$ cat src/core/trig_pkg.sv
// Package: constants, modes, register map and carriers for trigger/exposure control
package trig_pkg;
	// Clock and timing
	localparam int unsigned CLK_HZ = 100_000_000;
	localparam int unsigned LED_TIME_MS = 100;
	localparam int unsigned LED_CYCLES = (CLK_HZ / 1000) * LED_TIME_MS;
	localparam int unsigned CNT_W = 24;
	localparam int unsigned PIX_W = 10;
	localparam logic [PIX_W-1:0] PATTERN_STEP = 10'h004;
	// Shutter switch codes
	localparam logic [3:0] SW_CONTINUOUS = 4'h0;
	localparam logic [3:0] SW_WIDTH = 4'h9;
	// Register offsets (byte addresses)
	localparam logic [7:0] CTRL_OFS = 8'h00;
	localparam logic [7:0] STATUS_OFS = 8'h04;
	localparam logic [7:0] WIDTH_OFS = 8'h08;
	// Control field positions
	localparam int unsigned CTRL_SW_LSB = 0;
	localparam int unsigned CTRL_ASYNC_BIT = 4;
	localparam int unsigned CTRL_WIDTH_EN_BIT = 5;
	localparam int unsigned CTRL_LINK_INV_BIT = 6;
	localparam int unsigned CTRL_STROBE_EN_BIT = 7;
	localparam int unsigned CTRL_PATTERN_BIT = 8;
	localparam int unsigned CTRL_DOUBLE_BIT = 9;
	localparam logic [31:0] CTRL_RESET = 32'h0000_0011;
	typedef enum logic [1:0] {
		MODE_CONTINUOUS,
		MODE_PRESET,
		MODE_WIDTH
	} exp_mode_e;
	typedef struct packed {
		logic [3:0] shutter_sw;
		logic async_mode;
		logic width_exposure_enable;
		logic link_invert;
		logic strobe_enable;
		logic pattern_enable;
		logic double_pulse_option;
	} ctrl_s;
	typedef struct packed {
		logic valid;
		logic [PIX_W-1:0] data;
	} pixel_s;
endpackage : trig_pkg

$ cat src/core/trigger_exposure_control.sv
// Trigger, exposure, indicator, strobe and test-pattern control with APB registers
// Contract
// - Asynchronous mode: 100 ms indicator on falling edge
// - New falling edge restarts indicator one-shot
// - Only trailing edge triggers; one period per pulse
// - Red indicator only in asynchronous mode
// - Switch 1-8 preset; 9 width if enabled
// - Switch 0 gives continuous output, no shutter
// - Preset exposure starts at trigger rising edge
// - Width sampled on line sync trailing edge
// - Exposure n lines, floor of low time, n>=1
// - Width exposure uncertain by one line
// - Optional inversion of link trigger polarity
// - Connector trigger always active low
// - Continuous strobe only when enabled, default off
// - Test pattern replaces sensor data
// - Pattern steps four per pixel, wraps 1023
// - Triggers combined as active-low OR
// - Pattern bypasses gain and offset
module trigger_exposure_control #(
	parameter int unsigned LED_CYCLES = trig_pkg::LED_CYCLES,
	parameter int unsigned PRESET_LINES = 16,
	parameter int unsigned CONT_LINES = 32,
	parameter int unsigned WIDTH_W = 16
) (
	// Clock and reset
	input wire logic pclk,
	input wire logic presetn,
	// APB slave
	input wire logic psel,
	input wire logic penable,
	input wire logic pwrite,
	input wire logic [7:0] paddr,
	input wire logic [31:0] pwdata,
	output logic [31:0] prdata,
	output logic pready,
	output logic pslverr,
	// Trigger inputs
	input wire logic connector_trigger_n,
	input wire logic link_trigger_in,
	// Sensor timing and video
	input wire logic line_sync,
	input wire logic [trig_pkg::PIX_W-1:0] sensor_data,
	input wire logic sensor_valid,
	// Outputs
	output logic exposure_q,
	output logic strobe_out,
	output logic red_led_q,
	output trig_pkg::pixel_s video_q
);
	trig_pkg::ctrl_s ctrl_q;
	logic [31:0] ctrl_raw_q;
	logic [1:0] conn_sync_q;
	logic [1:0] link_sync_q;
	logic [1:0] line_sync_q;
	logic trig_prev_q;
	logic line_prev_q;
	logic [trig_pkg::CNT_W-1:0] led_cnt_q;
	logic [WIDTH_W-1:0] exp_cnt_q;
	logic [WIDTH_W-1:0] meas_lines;
	logic meas_done;
	logic [trig_pkg::PIX_W-1:0] pattern_q;
	logic strobe_q;
	logic [31:0] prdata_q;
	logic pready_q;
	logic pslverr_q;

	// Control register mapped onto the packed struct
	assign ctrl_q.shutter_sw = ctrl_raw_q[trig_pkg::CTRL_SW_LSB +: 4];
	assign ctrl_q.async_mode = ctrl_raw_q[trig_pkg::CTRL_ASYNC_BIT];
	assign ctrl_q.width_exposure_enable = ctrl_raw_q[trig_pkg::CTRL_WIDTH_EN_BIT];
	assign ctrl_q.link_invert = ctrl_raw_q[trig_pkg::CTRL_LINK_INV_BIT];
	assign ctrl_q.strobe_enable = ctrl_raw_q[trig_pkg::CTRL_STROBE_EN_BIT];
	assign ctrl_q.pattern_enable = ctrl_raw_q[trig_pkg::CTRL_PATTERN_BIT];
	assign ctrl_q.double_pulse_option = ctrl_raw_q[trig_pkg::CTRL_DOUBLE_BIT];

	// APB decode: registered response, one wait state per access
	wire apb_access = psel && penable;
	wire hit_ctrl = paddr == trig_pkg::CTRL_OFS;
	wire hit_status = paddr == trig_pkg::STATUS_OFS;
	wire hit_width = paddr == trig_pkg::WIDTH_OFS;
	wire hit_any = hit_ctrl || hit_status || hit_width;
	wire ctrl_we = apb_access && pwrite && hit_ctrl && !pready_q;

	// Synchronisers: first stage read only by second
	always_ff @(posedge pclk or negedge presetn) begin
		if (!presetn) begin
			conn_sync_q <= 2'b11;
			link_sync_q <= 2'b00;
			line_sync_q <= 2'b00;
		end else begin
			conn_sync_q <= {conn_sync_q[0], connector_trigger_n};
			link_sync_q <= {link_sync_q[0], link_trigger_in};
			line_sync_q <= {line_sync_q[0], line_sync};
		end
	end

	// Link trigger normalised to active low
	wire link_n = ctrl_q.link_invert ? !link_sync_q[1] : link_sync_q[1];
	wire conn_n = conn_sync_q[1];
	wire trig_n = conn_n && link_n;
	wire trig_fall = trig_prev_q && !trig_n;
	wire trig_rise = !trig_prev_q && trig_n;
	wire line_end = line_prev_q && !line_sync_q[1];

	// Mode selection
	function automatic trig_pkg::exp_mode_e pick_mode(input trig_pkg::ctrl_s c);
		if (c.shutter_sw == trig_pkg::SW_CONTINUOUS || !c.async_mode) begin
			pick_mode = trig_pkg::MODE_CONTINUOUS;
		end else if (c.shutter_sw == trig_pkg::SW_WIDTH && c.width_exposure_enable) begin
			pick_mode = trig_pkg::MODE_WIDTH;
		end else begin
			pick_mode = trig_pkg::MODE_PRESET;
		end
	endfunction : pick_mode

	trig_pkg::exp_mode_e mode;
	assign mode = pick_mode(ctrl_q);
	wire [1:0] mode_sel = mode;
	wire is_async = ctrl_q.async_mode && ctrl_q.shutter_sw != trig_pkg::SW_CONTINUOUS;

	// Read-back selection
	wire [31:0] status_word = {26'h0, strobe_q, red_led_q, exposure_q, trig_prev_q,
		mode_sel};
	wire [31:0] rd_mux = hit_ctrl ? ctrl_raw_q :
		hit_status ? status_word :
		hit_width ? {{(32 - WIDTH_W){1'b0}}, meas_lines} : 32'h0000_0000;

	width_meter #(
		.W(WIDTH_W)
	) u_meter (
		.pclk(pclk),
		.presetn(presetn),
		.line_end(line_end),
		.trig_n(trig_n),
		.lines_q(meas_lines),
		.done_q(meas_done)
	);

	// Exposure start and length per mode
	wire cont_start = (mode == trig_pkg::MODE_CONTINUOUS) && line_end && exp_cnt_q == '0;
	wire preset_start = (mode == trig_pkg::MODE_PRESET) && trig_rise;
	wire width_start = (mode == trig_pkg::MODE_WIDTH) && meas_done;
	wire [WIDTH_W-1:0] start_len = width_start ? meas_lines :
		preset_start ? WIDTH_W'(PRESET_LINES) : WIDTH_W'(CONT_LINES);
	wire exp_start = cont_start || preset_start || width_start;
	wire exp_last = line_end && exp_cnt_q == WIDTH_W'(1);

	always_ff @(posedge pclk or negedge presetn) begin
		if (!presetn) begin
			trig_prev_q <= 1'b1;
			line_prev_q <= 1'b0;
			exp_cnt_q <= '0;
			exposure_q <= 1'b0;
		end else begin
			trig_prev_q <= trig_n;
			line_prev_q <= line_sync_q[1];
			if (exp_start) begin
				exp_cnt_q <= start_len;
				exposure_q <= 1'b1;
			end else if (exp_last) begin
				exp_cnt_q <= '0;
				exposure_q <= 1'b0;
			end else if (line_end && exp_cnt_q != '0) begin
				exp_cnt_q <= exp_cnt_q - WIDTH_W'(1);
			end
		end
	end

	// Strobe follows exposure; continuous mode only if enabled
	wire strobe_d = exp_start || (exposure_q && !exp_last);
	wire strobe_allow = (mode != trig_pkg::MODE_CONTINUOUS) || ctrl_q.strobe_enable;
	assign strobe_out = strobe_q;

	// Retriggerable indicator one-shot
	wire led_fire = is_async && trig_fall;
	always_ff @(posedge pclk or negedge presetn) begin
		if (!presetn) begin
			led_cnt_q <= '0;
			red_led_q <= 1'b0;
			strobe_q <= 1'b0;
		end else begin
			strobe_q <= strobe_d && strobe_allow;
			if (led_fire) begin
				led_cnt_q <= trig_pkg::CNT_W'(LED_CYCLES - 1);
				red_led_q <= 1'b1;
			end else if (!is_async || led_cnt_q == '0) begin
				led_cnt_q <= '0;
				red_led_q <= 1'b0;
			end else begin
				led_cnt_q <= led_cnt_q - trig_pkg::CNT_W'(1);
			end
		end
	end

	// Sawtooth pattern replaces sensor data, bypassing gain and offset
	always_ff @(posedge pclk or negedge presetn) begin
		if (!presetn) begin
			pattern_q <= '0;
			video_q <= '0;
		end else begin
			if (line_end) begin
				pattern_q <= '0;
			end else if (sensor_valid) begin
				pattern_q <= pattern_q + trig_pkg::PATTERN_STEP;
			end
			video_q.valid <= sensor_valid;
			video_q.data <= ctrl_q.pattern_enable ? pattern_q : sensor_data;
		end
	end

	// APB slave registers
	assign prdata = prdata_q;
	assign pready = pready_q;
	assign pslverr = pslverr_q;
	always_ff @(posedge pclk or negedge presetn) begin
		if (!presetn) begin
			ctrl_raw_q <= trig_pkg::CTRL_RESET;
			prdata_q <= 32'h0000_0000;
			pready_q <= 1'b0;
			pslverr_q <= 1'b0;
		end else begin
			pready_q <= apb_access && !pready_q;
			pslverr_q <= apb_access && !pready_q && !hit_any;
			prdata_q <= (apb_access && !pwrite && !pready_q) ? rd_mux : 32'h0000_0000;
			if (ctrl_we) begin
				ctrl_raw_q <= {22'h0, pwdata[9:0]};
			end
		end
	end
endmodule : trigger_exposure_control

$ cat src/core/width_meter.sv
// Line-sampled low-time measurement of the combined trigger
module width_meter #(
	parameter int unsigned W = 16
) (
	// Clock and reset
	input wire logic pclk,
	input wire logic presetn,
	// Sampling
	input wire logic line_end,
	input wire logic trig_n,
	// Result
	output logic [W-1:0] lines_q,
	output logic done_q
);
	logic [W-1:0] count_q;
	logic low_seen_q;
	wire sample_low = line_end && !trig_n;
	wire sample_high = line_end && trig_n;
	wire finish = sample_high && low_seen_q;
	// Whole lines below at least one, n >= 1
	wire [W-1:0] clamp = (count_q == '0) ? W'(1) : count_q;
	always_ff @(posedge pclk or negedge presetn) begin
		if (!presetn) begin
			count_q <= '0;
			low_seen_q <= 1'b0;
			lines_q <= '0;
			done_q <= 1'b0;
		end else begin
			done_q <= finish;
			if (finish) begin
				lines_q <= clamp;
			end
			if (sample_low) begin
				count_q <= (count_q == '1) ? count_q : count_q + W'(1);
				low_seen_q <= 1'b1;
			end else if (sample_high) begin
				count_q <= '0;
				low_seen_q <= 1'b0;
			end
		end
	end
endmodule : width_meter

$ cat config.mk
export PLATFORM = sky130hd
export DESIGN_NAME = trigger_exposure_control
export DESIGN_NICKNAME = d
export VERILOG_FILES = /design/src/core/trig_pkg.sv /design/src/core/trigger_exposure_control.sv /design/src/core/width_meter.sv
export SDC_FILE = /design/constraint.sdc
export NUM_CORES = 1
export LEC_CHECK = 0
export BUFFER_PORTS_ARGS = -buffer_cell sky130_fd_sc_hd__buf_2
export CAP_MARGIN = 20
export CORE_MARGIN = 5
export CORE_UTILIZATION = 45
export CTS_CLUSTER_SIZE = 12
export DETAILED_ROUTE_END_ITERATION = 16
export PLACE_DENSITY = 0.66
export SLEW_MARGIN = 20
export SYNTH_ARGS = -nofsm -noshare
export SYNTH_HDL_FRONTEND = slang
export SYNTH_SLANG_ARGS = --single-unit
$ cat constraint.sdc
create_clock -name pclk -period 2.7 [get_ports pclk]
set_input_delay 0.54 -clock pclk [delete_from_list [all_inputs] [get_ports pclk]]
set_output_delay 0.54 -clock pclk [all_outputs]
set_load 0.02 [all_outputs]
# Word level (Yosys, flattened, before mapping)
# Cells that the tools add are included.
# totals
regBits,134
latchBits,0
mem_bits_rw,0
romBits,0
in_bits,59
output_inout_bits,48
word_cells,119
mem_count,0
# op_classes
add_sub_neg,4
n_mul,0
div_mod_pow,0
order_cmp,0
n_eq_ne,8
shift,0
n_mux,27
bitwise_logic,0
reduce_logical,59
# ops
op,n
16-bit 2-to-1 mux,12
24-bit 2-to-1 mux,2
16-bit logical NOT,2
10-bit 2-to-1 mux,3
1-bit logical AND,26
24-bit logical NOT,1
24-bit by 1-bit subtractor with 24-bit output (second input constant),1
16-bit by 1-bit adder with 16-bit output (second input constant),1
16-bit by 1-bit equality test with 1-bit output (second input constant),1
16-bit equality test (second input constant),1
16-bit nonzero test,1
16-bit by 1-bit subtractor with 16-bit output (second input constant),1
10-bit by 3-bit adder with 10-bit output (second input constant),1
1-bit logical NOT,10
2-bit nonzero test,5
8-bit by 3-bit equality test with 1-bit output (second input constant),1
8-bit by 4-bit equality test with 1-bit output (second input constant),1
8-bit logical NOT,1
1-bit logical OR,8
1-bit 2-to-1 mux,7
6-bit 2-to-1 mux,1
4-bit equality test (second input constant),1
4-bit logical NOT,1
2-bit 2-to-1 mux,2
7 further kinds,7

# Depth between registers and ports, before layout
# Gate-level depths: netlist of the first run.
# depth
word_depth,11
ltp_mapped,7
mapped_depth_nobuf,7

# Hierarchy
# From an unflattened synthesis of the first run, not the netlist that was laid out.
# hier_totals
cells_unflattened,665
hier_area_um2,6786.5
# modules_own_cells
mod,instances,cells_each,area_each_um2,seq_area_each_um2
trigger_exposure_control,1,476,4983.5,2458.6
width_meter,1,189,1803.0,850.8

# Worst setup path after synthesis of the first run
# Ideal clock, no wire load.
# synth_path
kind,input port to flip-flop
startpoint,in paddr[5]
endpoint,reg ctrl_raw_q[1]
setup_ps,125
t_arrival_ps,2020
required_time_ps,2575
path_slack_ps,555
path_stages,6
path_buffers,1
path_cell_list,nor4_1 > nand2_1 > or3_1 > buf_2 > nor3_4 > mux2_2
# synth_between
elab_chain_len,3
# synth_rtl
item,line_no,rtl
from (decl),trigger_exposure_control.sv:33,"input wire logic [7:0] paddr,"
8-bit logical NOT,trigger_exposure_control.sv:79,wire hit_ctrl = paddr == trig_pkg::CTRL_OFS;
1-bit logical AND (2 in series),trigger_exposure_control.sv:83,wire ctrl_we = apb_access && pwrite && hit_ctrl && !pready_q;
to (signal assigned),trigger_exposure_control.sv:218,ctrl_raw_q <= trig_pkg::CTRL_RESET;
to (signal assigned),trigger_exposure_control.sv:227,"ctrl_raw_q <= {22'h0, pwdata[9:0]};"
to (decl),trigger_exposure_control.sv:52,logic [31:0] ctrl_raw_q;
# No other way between the ends.
# A chain may end at the register's enable or synchronous reset.

# Final worst setup path of the first run
# layout_path
startpoint,reg conn_sync_q[1]
endpoint,reg exp_cnt_q[5]
# layout_between
elab_chain_len,6
word_cells_on_any_way,9
cone_classes,mux (3); reduce/logical (6)
# layout_rtl
item,line_no,rtl
from (decl),trigger_exposure_control.sv:53,logic [1:0] conn_sync_q;
from (signal assigned),trigger_exposure_control.sv:92,"conn_sync_q <= {conn_sync_q[0], connector_trigger_n};"
1-bit logical AND *,trigger_exposure_control.sv:101,wire trig_n = conn_n && link_n;
1-bit logical AND *,trigger_exposure_control.sv:103,wire trig_rise = !trig_prev_q && trig_n;
1-bit logical AND *,trigger_exposure_control.sv:142,wire preset_start = (mode == trig_pkg::MODE_PRESET) && trig_rise;
6-bit 2-to-1 mux / 1-bit logical OR (equally long branches),"trigger_exposure_control.sv:145, trigger_exposure_control.sv:146",
16-bit 2-to-1 mux / 1-bit logical OR (equally long branches),"trigger_exposure_control.sv:144, trigger_exposure_control.sv:146",
16-bit 2-to-1 mux / 3-bit nonzero test (equally long branches),n/a,
to (signal assigned),trigger_exposure_control.sv:159,exp_cnt_q <= start_len;
to (signal assigned),trigger_exposure_control.sv:165,exp_cnt_q <= exp_cnt_q - WIDTH_W'(1);
to (decl),trigger_exposure_control.sv:59,logic [WIDTH_W-1:0] exp_cnt_q;
# Every way passes the cells marked *; elsewhere a longest branch is shown, timed or not.

==> results of run 1 <==
## area by class of cell
| class | count | area, µm² | area share |
|---|---|---|---|
| Clock buffer | 21 | 480.5 | 0.06290 |
| Clock inverter | 11 | 122.6 | 0.01605 |
| Multi-Input combinational cell | 430 | 2909 | 0.3808 |
| Inverter | 27 | 101.3 | 0.01327 |
| Sequential cell | 132 | 3309 | 0.4333 |
| Timing Repair Buffer | 86 | 490.5 | 0.06421 |
| Tap cell | 180 | 225.2 | 0.02948 |
## power by group
group	internal (mW)	switching, mW	total (mW)
Sequential	2.15	0.246	2.39
Clock	1.46	0.849	2.31
Combinational	0.286	0.375	0.661
Total	3.89	1.47	5.36
## final timing paths
path / end / slack (ns) / cells after the start
max: exp_cnt_q[5] / 0.30 / 5
min: video_q[3] / 0.18 / 2
max reg2reg: exp_cnt_q[5] / 0.30 / 5
min reg2reg: link_sync_q[1] / 0.35 / 0
max in group asynchronous: exp_cnt_q[7] / 1.94 / 2
min in group pclk: conn_sync_q[0] / 0.22 / 1
## Yosys cell counts, types with 4 or more instances
cell type                   number
sky130_fd_sc_hd__o21ai_0        33
sky130_fd_sc_hd__mux2i_1         9
sky130_fd_sc_hd__nor3_1         14
sky130_fd_sc_hd__buf_4          17
sky130_fd_sc_hd__a21oi_1        21
sky130_fd_sc_hd__nand4_1        15
sky130_fd_sc_hd__inv_1          27
sky130_fd_sc_hd__ha_1            8
sky130_fd_sc_hd__nand2_1        45
sky130_fd_sc_hd__buf_2           8
sky130_fd_sc_hd__clkbuf_1       10
sky130_fd_sc_hd__dfstp_2         5
sky130_fd_sc_hd__nand2b_1        4
sky130_fd_sc_hd__xnor2_1        17
sky130_fd_sc_hd__or4_1           4
sky130_fd_sc_hd__and2_1         14
sky130_fd_sc_hd__nor2_1         46
sky130_fd_sc_hd__mux2_2         29
sky130_fd_sc_hd__nand3_1        14
sky130_fd_sc_hd__or3_1           8
sky130_fd_sc_hd__xor2_1         13
sky130_fd_sc_hd__dfrtp_1       127
sky130_fd_sc_hd__a2bb2oi_1       5
sky130_fd_sc_hd__o211ai_1        5
sky130_fd_sc_hd__o21a_1          7
sky130_fd_sc_hd__a32oi_1         6
sky130_fd_sc_hd__a2111oi_0       4
sky130_fd_sc_hd__a21o_1          6
sky130_fd_sc_hd__nor4_1         16
sky130_fd_sc_hd__and3_1          5
## per-stage QoR
stage               area (µm²)    util  total power [mW]  hold slack (ns)
floorplan                 6533       -             2.843           0.2444
global placement          7036  0.5030             3.050           0.3380
detailed placement        7036  0.5030             3.074           0.3347
CTS                       7639  0.5461             5.402           0.2032
global route              7639  0.5461             5.606           0.2061
finish                    7639  0.5461             5.360           0.1800
## registers in the layout (all words and copies together) (netlist names), 2 cells and up
signal and flops:
line_sync_q 2, ctrl_raw_q 10, link_sync_q 2, exp_cnt_q 16
conn_sync_q 2, prdata 16, video_q 11, u_meter.count_q 16
u_meter.lines_q 16, led_cnt_q 24, pattern_q 8
## logic make-up after synthesis
kind of cell,share of synthesized area
buf+inv,0.04849
compound gates,0.1337
other cells,0.0005790
xor+xnor,0.04057
fa+ha+maj,0.01546
mux,0.06607
simple gates,0.1841
flops,0.5110
## metal layers
layer,vias up,part of all wire,GRT usage
met4,0,0.028,0.08007
met3,32,0.065,0.04421
met1,2502,0.43,0.2498
met5,-,0,0
li1,2353,-,-
met2,178,0.47,0.2972
==> flow_summary.yaml, run 1 <==
timing:
  timing_hold_violations_final: 0
  layout_min_cycle_time_ns: 2.397
  achievable-frequency_ghz: 0.4172
  timing.final.max_slew_violations: 0
  skew_ns: 0.005162
  setup_ws_ns: 0.3032
  timing_worst_slew_pin_value_ns: 0.8711
  final_count_of_negative_setup_slack_endpoints: 0
  fin_crit_sh: 0.8877
  slew_headroom: 0.4154
  totalNegativeSetupSlack_ns: 0
  rsz0062_at_grt: "false"
synthesis:
  synth_top_cell_area_share: 0.4907
  yosys.cell_types.count: 76
  synth_seq_cells: 132
  dominantRegCellSynth: "sky130_fd_sc_hd__dfrtp_1"
  synthArstFlopShare: 1.000
  synth_enable_flop_cells: 0
  synth.top_cells.by_area: "sky130_fd_sc_hd__dfrtp_1 49%, sky130_fd_sc_hd__mux2_2 5.0%, sky130_fd_sc_hd__nor2_1 2.7%"
  yosysWarningCount: 0
  postSynthAreaPerCell_um2: 10.60
  ys_seq_area_frac: 0.5110
  netlist_area_um2: 6476
  post_synth_inst_count: 611
  synth_top_area_cell: "sky130_fd_sc_hd__dfrtp_1"
final_layout:
  layout.cells.most_common_list: "127 x sky130_fd_sc_hd__dfrtp_1, 67 x sky130_fd_sc_hd__buf_2, 46 x sky130_fd_sc_hd__nor2_1, 45 x sky130_fd_sc_hd__nand2_1, 33 x sky130_fd_sc_hd__o21ai_0"
  syn2layout_area_growth_pct: 17.95
  final-instance-count-excl-fill: 887
  final_common_cell: "sky130_fd_sc_hd__dfrtp_1"
  layout-drive-gt1-share: 0.2447
  fillers: 1199
  n_antenna_cell: 0
  finalNetCount: 761
clock_network:
  cts_inserted_buffers: 17
  clock_insertion_delay_worst_skew_ns: 0.42
  cts-resized-gates: 0
  cts_num_sinks: 132
  hold_buffers: 0
  clock-root-buffer: "sky130_fd_sc_hd__clkbuf_16"
  clkTransAtPathRegs_ns: 0.06
  cts_tree: "built"
  cts-root-to-sink-buffers: 2
  cts.repair_timing.setup_buffer_count: 0
  htree_num_levels: 4
floorplan:
  fp.dieArea_um2: 16890
  floorplan.initialDensity: 0.4630
  floorplan.die.height_um: 130.0
  core-area_um2: 13990
  width_of_the_chip_um: 130.0
  std_cell_rows: 43
  num_io_pins: 107
critical_path:
  crit_path_end_kind: "register"
  worst_setup_path_startpoint: "conn_sync_q[1]"
  critical_path.top_delay_family: "compound AO/OA/AOI/OAI gates"
  critical_path.startpoint_type: "register"
  timing.setup.critical_path_class: "register to register"
  cp_slowest_cell: "sky130_fd_sc_hd__o21ai_1"
  reg2reg_from: "conn_sync_q[1]"
  critical_path.max_stage_delay_ns: 0.71
  critPathArrivalTime_ns: 2.70
  sequence_of_cells_on_the_critical_path: "inv_1 > or3_1 > o21ai_1 > o311ai_0 > a22o_1"
  crit_path_max_fanout: 11
  worstPathRequired_ns: 3.00
  critical_path_buf_inv_count: 1
place:
  detailedPlace.worstSlack_ns: 0.3363
  placed_cells_incl_taps: 855
  post-dp-hpwl_um: 10670
  place.gp.congestion: 0.8715
  port-buffer-count: 68
grt:
  first_global_vias: 5010
  initial_antenna_violation_count: 0
  grt_start_max_net_pins: 133
  grt_usage: 0.1881
  global_route.overflow_total: 0
  grt_first_pass_wirelength_um: 25060
run:
  max_cap_violations: 0
drt:
  number_of_design_rule_violations_left_after_detail_routing: 0
  drt-wirelength-per-cell_um: 16.97
  route.vias.total: 5065
  dr.first_iter.drc_count: 415
  vias_per_cell: 5.710
  route.antenna.remaining_nets: 0
  dr.pass1.iters: 5
  postRouteWirelength_um: 15050
min_path:
  hold_path_class: "input pin to async pin"
run_status:
  outcome: "finished clean"
power:
  total_leakage_power_nw: 3.660
  power.ir.vdd_worst_uv: 462.5
  power.density_nw_per_um2: 701.7
No activity file was read; power rests on OpenSTA's default activity.
==> run 2, diff against run 1 <==
==> constraint.sdc (replaced) <==
create_clock -name pclk -period 3.1 [get_ports pclk]
set_input_delay 0.62 -clock pclk [delete_from_list [all_inputs] [get_ports pclk]]
set_output_delay 0.62 -clock pclk [all_outputs]
set_load 0.02 [all_outputs]
==> run 2 against run 1 <==
Cell count fell by 0.90%. Die area did not move. Clock skew rose by 0.0029 ns. Clock power fell by 14%. Sequential share of layout area rose by 0.40 points. Non-clock buffer count fell by 8. Cell area fell by 0.92%. Critical endpoint unchanged. Largest power group unchanged. Highest routed layer unchanged.
==> flow_summary.yaml, run 2 (synthesis results as in run 1) <==
run_status:
  outcome: "finished clean"
clock_network:
  htree_num_levels: 4
  cts.repair_timing.setup_buffer_count: 0
  cts_num_sinks: 132
  cts-root-to-sink-buffers: 2
  hold_buffers: 0
  cts_inserted_buffers: 17
  clkTransAtPathRegs_ns: 0.06
  cts-resized-gates: 0
  clock_insertion_delay_worst_skew_ns: 0.41
  clock-root-buffer: "sky130_fd_sc_hd__clkbuf_16"
  cts_tree: "built"
critical_path:
  timing.setup.critical_path_class: "register to register"
  worst-r2r-setup-slack_ns: 0.64
  cp_slowest_cell: "sky130_fd_sc_hd__nor4_2"
  critPathArrivalTime_ns: 2.76
  worstReg2RegEnd: "exp_cnt_q[5]"
  critical_path.max_stage_delay_ns: 0.63
  critical_path.startpoint_type: "register"
  crit_path_end_kind: "register"
  worstPathRequired_ns: 3.40
  worst-r2r-cell-count: 5
  reg2reg_from: "exp_cnt_q[2]"
  crit_path_max_fanout: 8
  sequence_of_cells_on_the_critical_path: "nor4_2 > nand4_2 > o21ai_2 > nand2_1 > a22o_1"
drt:
  drt-wirelength-per-cell_um: 16.91
  route.vias.total: 5063
  dr.pass1.iters: 6
  number_of_design_rule_violations_left_after_detail_routing: 0
  vias_per_cell: 5.760
  dr.first_iter.drc_count: 344
  postRouteWirelength_um: 14870
  route.antenna.remaining_nets: 0
floorplan:
  floorplan.initialDensity: 0.4630
  std_cell_rows: 43
  core-area_um2: 13990
  num_io_pins: 107
  fp.dieArea_um2: 16890
  width_of_the_chip_um: 130.0
  floorplan.die.height_um: 130.0
power:
  totalPowerFinal_mw: 4.629
  total_leakage_power_nw: 3.613
  power.ir.vdd_worst_uv: 396.2
  power.density_nw_per_um2: 611.6
timing:
  achievable-frequency_ghz: 0.4070
  timing.final.max_slew_violations: 0
  timing_worst_slew_pin_value_ns: 0.8612
  skew_ns: 0.008033
  timing.hold.ws_ns: 0.1537
  fin_crit_sh: 0.7926
  slew_headroom: 0.4220
  setup_ws_ns: 0.6428
  timing_hold_violations_final: 0
  totalNegativeSetupSlack_ns: 0
  rsz0062_at_grt: "false"
  final_count_of_negative_setup_slack_endpoints: 0
  layout_min_cycle_time_ns: 2.457
final_layout:
  registers.top_by_ff_count: "led_cnt_q"
  fillers: 1254
  n_antenna_cell: 0
  largest_register_ff_count: 24
  final-instance-count-excl-fill: 879
  syn2layout_area_growth_pct: 16.87
  layout-drive-gt1-share: 0.2361
  utilization: 0.5411
  final_area_um2: 7569
  final_common_cell: "sky130_fd_sc_hd__dfrtp_1"
  layout.cells.most_common_list: "127 x sky130_fd_sc_hd__dfrtp_1, 67 x sky130_fd_sc_hd__buf_2, 46 x sky130_fd_sc_hd__nor2_1, 45 x sky130_fd_sc_hd__nand2_1, 33 x sky130_fd_sc_hd__o21ai_0"
  finalNetCount: 753
grt:
  grt_start_max_net_pins: 56
  initial_antenna_violation_count: 0
  grt_usage: 0.1847
  grt_first_pass_wirelength_um: 24830
  first_global_vias: 4990
  global_route.overflow_total: 0
place:
  placed_area_um2: 6975
  detailedPlace.worstSlack_ns: 0.4606
  placed_cells_incl_taps: 847
  post-dp-hpwl_um: 10770
  place.gp.congestion: 0.9076
  port-buffer-count: 68
min_path:
  hold_path_class: "input pin to async pin"
run:
  max_cap_violations: 0
==> run 2: cell types whose count changed in the layout (fill, tap and decap cells not counted) <==
cell and delta:
sky130_fd_sc_hd__clkinvlp_4 +1, sky130_fd_sc_hd__buf_4 -8, sky130_fd_sc_hd__clkinv_4 -1, sky130_fd_sc_hd__clkinv_2 +1, sky130_fd_sc_hd__clkbuf_8 -1
==> run 2: worst max path at each step <==
stage	startpoint	endpoint	depth (start not counted)
final	exp_cnt_q[2]	exp_cnt_q[5]	5
after global routing	exp_cnt_q[2]	exp_cnt_q[5]	5
after CTS	exp_cnt_q[2]	exp_cnt_q[5]	5
after detailed placement	paddr[5]	ctrl_raw_q[3]	6
after global placement	paddr[5]	ctrl_raw_q[6]	6
after floorplan	paddr[5]	ctrl_raw_q[1]	6
==> run 2: routing by layer <==
| metal | vias to the layer above | GRT usage | wire length (µm) |
|---|---|---|---|
| met3 | 21 | 0.04462 | 887 |
| met5 | - | 0 | 0 |
| li1 | 2346 | - | - |
| met4 | 0 | 0.06357 | 269 |
| met2 | 188 | 0.2887 | 7020 |
| met1 | 2508 | 0.2535 | 6687 |
==> run 2: worst max-delay path, delay by kind of cell (launching register included) <==
kind | cells | cell delay [ns]
compound gates | 2 | 0.68
simple gates | 3 | 1.20
flops | 1 | 0.47
==> run 2: layout make-up <==
| cell class | count | area, µm² | area share |
|---|---|---|---|
| flip-flops and latches | 132 | 3309 | 0.4373 |
| multi-input cells | 430 | 2909 | 0.3844 |
| clock buffers | 20 | 466.7 | 0.06166 |
| repair buffers | 78 | 430.4 | 0.05687 |
| well taps | 180 | 225.2 | 0.02976 |
| clock inverters | 12 | 126.4 | 0.01670 |
| inverters | 27 | 101.3 | 0.01339 |
==> run 2: report_power, final <==
part	internal, mW	switching [mW]
combinational	0.243	0.326
sequential	1.87	0.211
clock	1.25	0.735
total	3.36	1.27
==> run 3, diff against run 2 <==
--- a/config.mk
+++ b/config.mk
@@ -11,7 +11,7 @@
 export CORE_UTILIZATION = 45
 export CTS_CLUSTER_SIZE = 12
 export DETAILED_ROUTE_END_ITERATION = 16
-export PLACE_DENSITY = 0.66
+export PLACE_DENSITY = 0.69
 export SLEW_MARGIN = 20
 export SYNTH_ARGS = -nofsm -noshare
 export SYNTH_HDL_FRONTEND = slang
==> constraint.sdc (replaced) <==
create_clock -name pclk -period 2.1 [get_ports pclk]
set_input_delay 0.42 -clock pclk [delete_from_list [all_inputs] [get_ports pclk]]
set_output_delay 0.42 -clock pclk [all_outputs]
set_load 0.02 [all_outputs]
==> run 3 against run 2 <==
Highest routed layer unchanged. Fmax rose by 18%. Wire length rose by 8.0%. Largest power group unchanged. Combinational power rose by 71%. Cell count rose by 3.6%.
==> flow_summary.yaml, run 3 (synthesis results as in run 1) <==
run_status:
  outcome: "finished clean"
grt:
  global_route.overflow_total: 0
  initial_antenna_violation_count: 0
  grt_start_max_net_pins: 34
  first_global_vias: 5394
  grt_first_pass_wirelength_um: 26530
  grt_usage: 0.1989
clock_network:
  clock_insertion_delay_worst_skew_ns: 0.42
  clkTransAtPathRegs_ns: 0.06
  clock-root-buffer: "sky130_fd_sc_hd__clkbuf_16"
  cts_num_sinks: 132
  cts_inserted_buffers: 17
  cts-root-to-sink-buffers: 2
  htree_num_levels: 4
  cts_tree: "built"
final_layout:
  layout-drive-gt1-share: 0.2804
  layout.cells.most_common_list: "126 x sky130_fd_sc_hd__dfrtp_1, 67 x sky130_fd_sc_hd__buf_2, 46 x sky130_fd_sc_hd__nor2_1, 44 x sky130_fd_sc_hd__nand2_1, 37 x sky130_fd_sc_hd__buf_4"
  seqCellArea_um2: 3311
  multi_input_area_um2: 2959
  final_common_cell: "sky130_fd_sc_hd__dfrtp_1"
  final_area_um2: 7895
  largest_register_ff_count: 24
  registers.top_by_ff_count: "led_cnt_q"
  n_antenna_cell: 0
  syn2layout_area_growth_pct: 21.91
  finalNetCount: 785
  final-instance-count-excl-fill: 911
  fillers: 1168
timing:
  timing.final.max_slew_violations: 0
  skew_ns: 0.01112
  layout_min_cycle_time_ns: 2.082
  fin_crit_sh: 0.9916
  timing_hold_violations_final: 0
  setup_ws_ns: 0.01768
  timing_worst_slew_pin_value_ns: 0.6007
  final_count_of_negative_setup_slack_endpoints: 0
  slew_headroom: 0.5986
  achievable-frequency_ghz: 0.4802
  totalNegativeSetupSlack_ns: 0
  rsz0062_at_grt: "true"
critical_path:
  crit_path_end_kind: "register"
  critical_path.startpoint_type: "register"
  critical_path.top_delay_family: "simple AND/OR/NAND/NOR gates"
  timing.setup.critical_path_class: "register to register"
  critical_path_buf_inv_count: 1
  crit_path_max_fanout: 4
  worstPathRequired_ns: 2.40
  cp_slowest_cell: "sky130_fd_sc_hd__or4_4"
  critPathArrivalTime_ns: 2.38
  sequence_of_cells_on_the_critical_path: "or4_4 > buf_4 > or4_1 > a32oi_1 > a21oi_1"
  critical_path.max_stage_delay_ns: 0.61
drt:
  number_of_design_rule_violations_left_after_detail_routing: 0
  vias_per_cell: 5.714
  route.vias.total: 5205
  drt-wirelength-per-cell_um: 17.62
  postRouteWirelength_um: 16050
  route.antenna.remaining_nets: 0
  dr.pass1.iters: 5
  dr.first_iter.drc_count: 423
power:
  power.share.sequential: 0.444
  power.net_switching_mw: 1.989
  share_comb_of_total_power: 0.141
  power.density_nw_per_um2: 872.0
  p_int_mw: 4.896
  total_leakage_power_nw: 3.784
  power.ir.vdd_worst_uv: 539.6
  totalPowerFinal_mw: 6.885
  power.switching_fraction: 0.2889
  part_of_the_power_in_the_clock_network: 0.415
min_path:
  hold_path_class: "input pin to register"
floorplan:
  core-area_um2: 13990
  std_cell_rows: 43
  width_of_the_chip_um: 130.0
  floorplan.initialDensity: 0.4630
  floorplan.die.height_um: 130.0
  fp.dieArea_um2: 16890
  num_io_pins: 107
place:
  detailedPlace.worstSlack_ns: -0.01525
  place.gp.congestion: 0.8584
  port-buffer-count: 68
  placed_area_um2: 7251
  post-dp-hpwl_um: 11710
  placed_cells_incl_taps: 877
run:
  max_cap_violations: 0
==> run 3: cell types whose count changed in the layout (fill, tap and decap cells not counted), moves of 2 or more <==
cell	change
sky130_fd_sc_hd__nor4_1	-2
sky130_fd_sc_hd__o21a_2	+2
sky130_fd_sc_hd__nor4_2	+2
sky130_fd_sc_hd__clkinv_2	-2
sky130_fd_sc_hd__o21a_1	-2
sky130_fd_sc_hd__buf_12	+4
sky130_fd_sc_hd__buf_4	+27
==> run 3: worst register-to-register path, delay by kind of cell (launching register included) <==
kind	cells	cell delay, ns
buffers and inverters	1	0.17
AO/OA/AOI/OAI	2	0.28
flip-flops	1	0.40
AND/OR/NAND/NOR	2	1.11
==> run 3: final cells by class <==
| cell class | instances | share of cell area |
|---|---|---|
| flip-flops and latches | 132 | 0.4193 |
| multi-input cells | 430 | 0.3748 |
| repair buffers | 110 | 0.09160 |
| clock buffers | 19 | 0.05737 |
| inverters | 27 | 0.01284 |
| clock inverters | 13 | 0.01553 |
| well taps | 180 | 0.02853 |
==> run 3: through the flow <==
step / utilization / hold WS, ns
finish: 0.5644 / 0.09568
global route: 0.5644 / 0.07498
CTS: 0.5602 / 0.08184
detailed placement: 0.5183 / 0.3468
global placement: 0.5183 / 0.3337
floorplan: - / 0.1244
==> run 3: power groups by stage <==
stage / clock network (mW) / logic, mW / registers, mW
detailed placement: 0 / 0.933 / 3.08
global route: 3.03 / 1.08 / 3.09
floorplan: 0 / 0.606 / 3.05
CTS: 2.90 / 0.944 / 3.04
finish: 2.86 / 0.971 / 3.06
global placement: 0 / 0.899 / 3.07
==> run 3: per-layer routing <==
layer / up-vias / wire (µm) / GRT usage
met2: 201 / 7659 / 0.3142
met3: 35 / 966 / 0.04748
met1: 2572 / 7000 / 0.2614
met4: 0 / 426 / 0.08985
li1: 2397 / - / -
met5: - / 0 / 0
==> run 3: timing repair <==
item	CTS	global route
endpoints found under the setup margin	0	40
hold buffers	1	0
setup buffers	0	1
gates resized for setup	0	12
endpoints found under the hold margin	28	0
==> run 3: path summary, 6_finish.rpt <==
| path | start | end | slack, ns | cells after the start |
|---|---|---|---|---|
| setup / recovery | exp_cnt_q[2] | exp_cnt_q[7] | 0.02 | 5 |
| hold / removal | connector_trigger_n | conn_sync_q[0] | 0.1 | 1 |
| setup reg to reg | exp_cnt_q[2] | exp_cnt_q[7] | 0.02 | 5 |
| hold reg to reg | conn_sync_q[0] | conn_sync_q[1] | 0.36 | 0 |
| max in group asynchronous | presetn | conn_sync_q[0] | 0.99 | 3 |
| min in group asynchronous | presetn | video_q[3] | 0.51 | 2 |
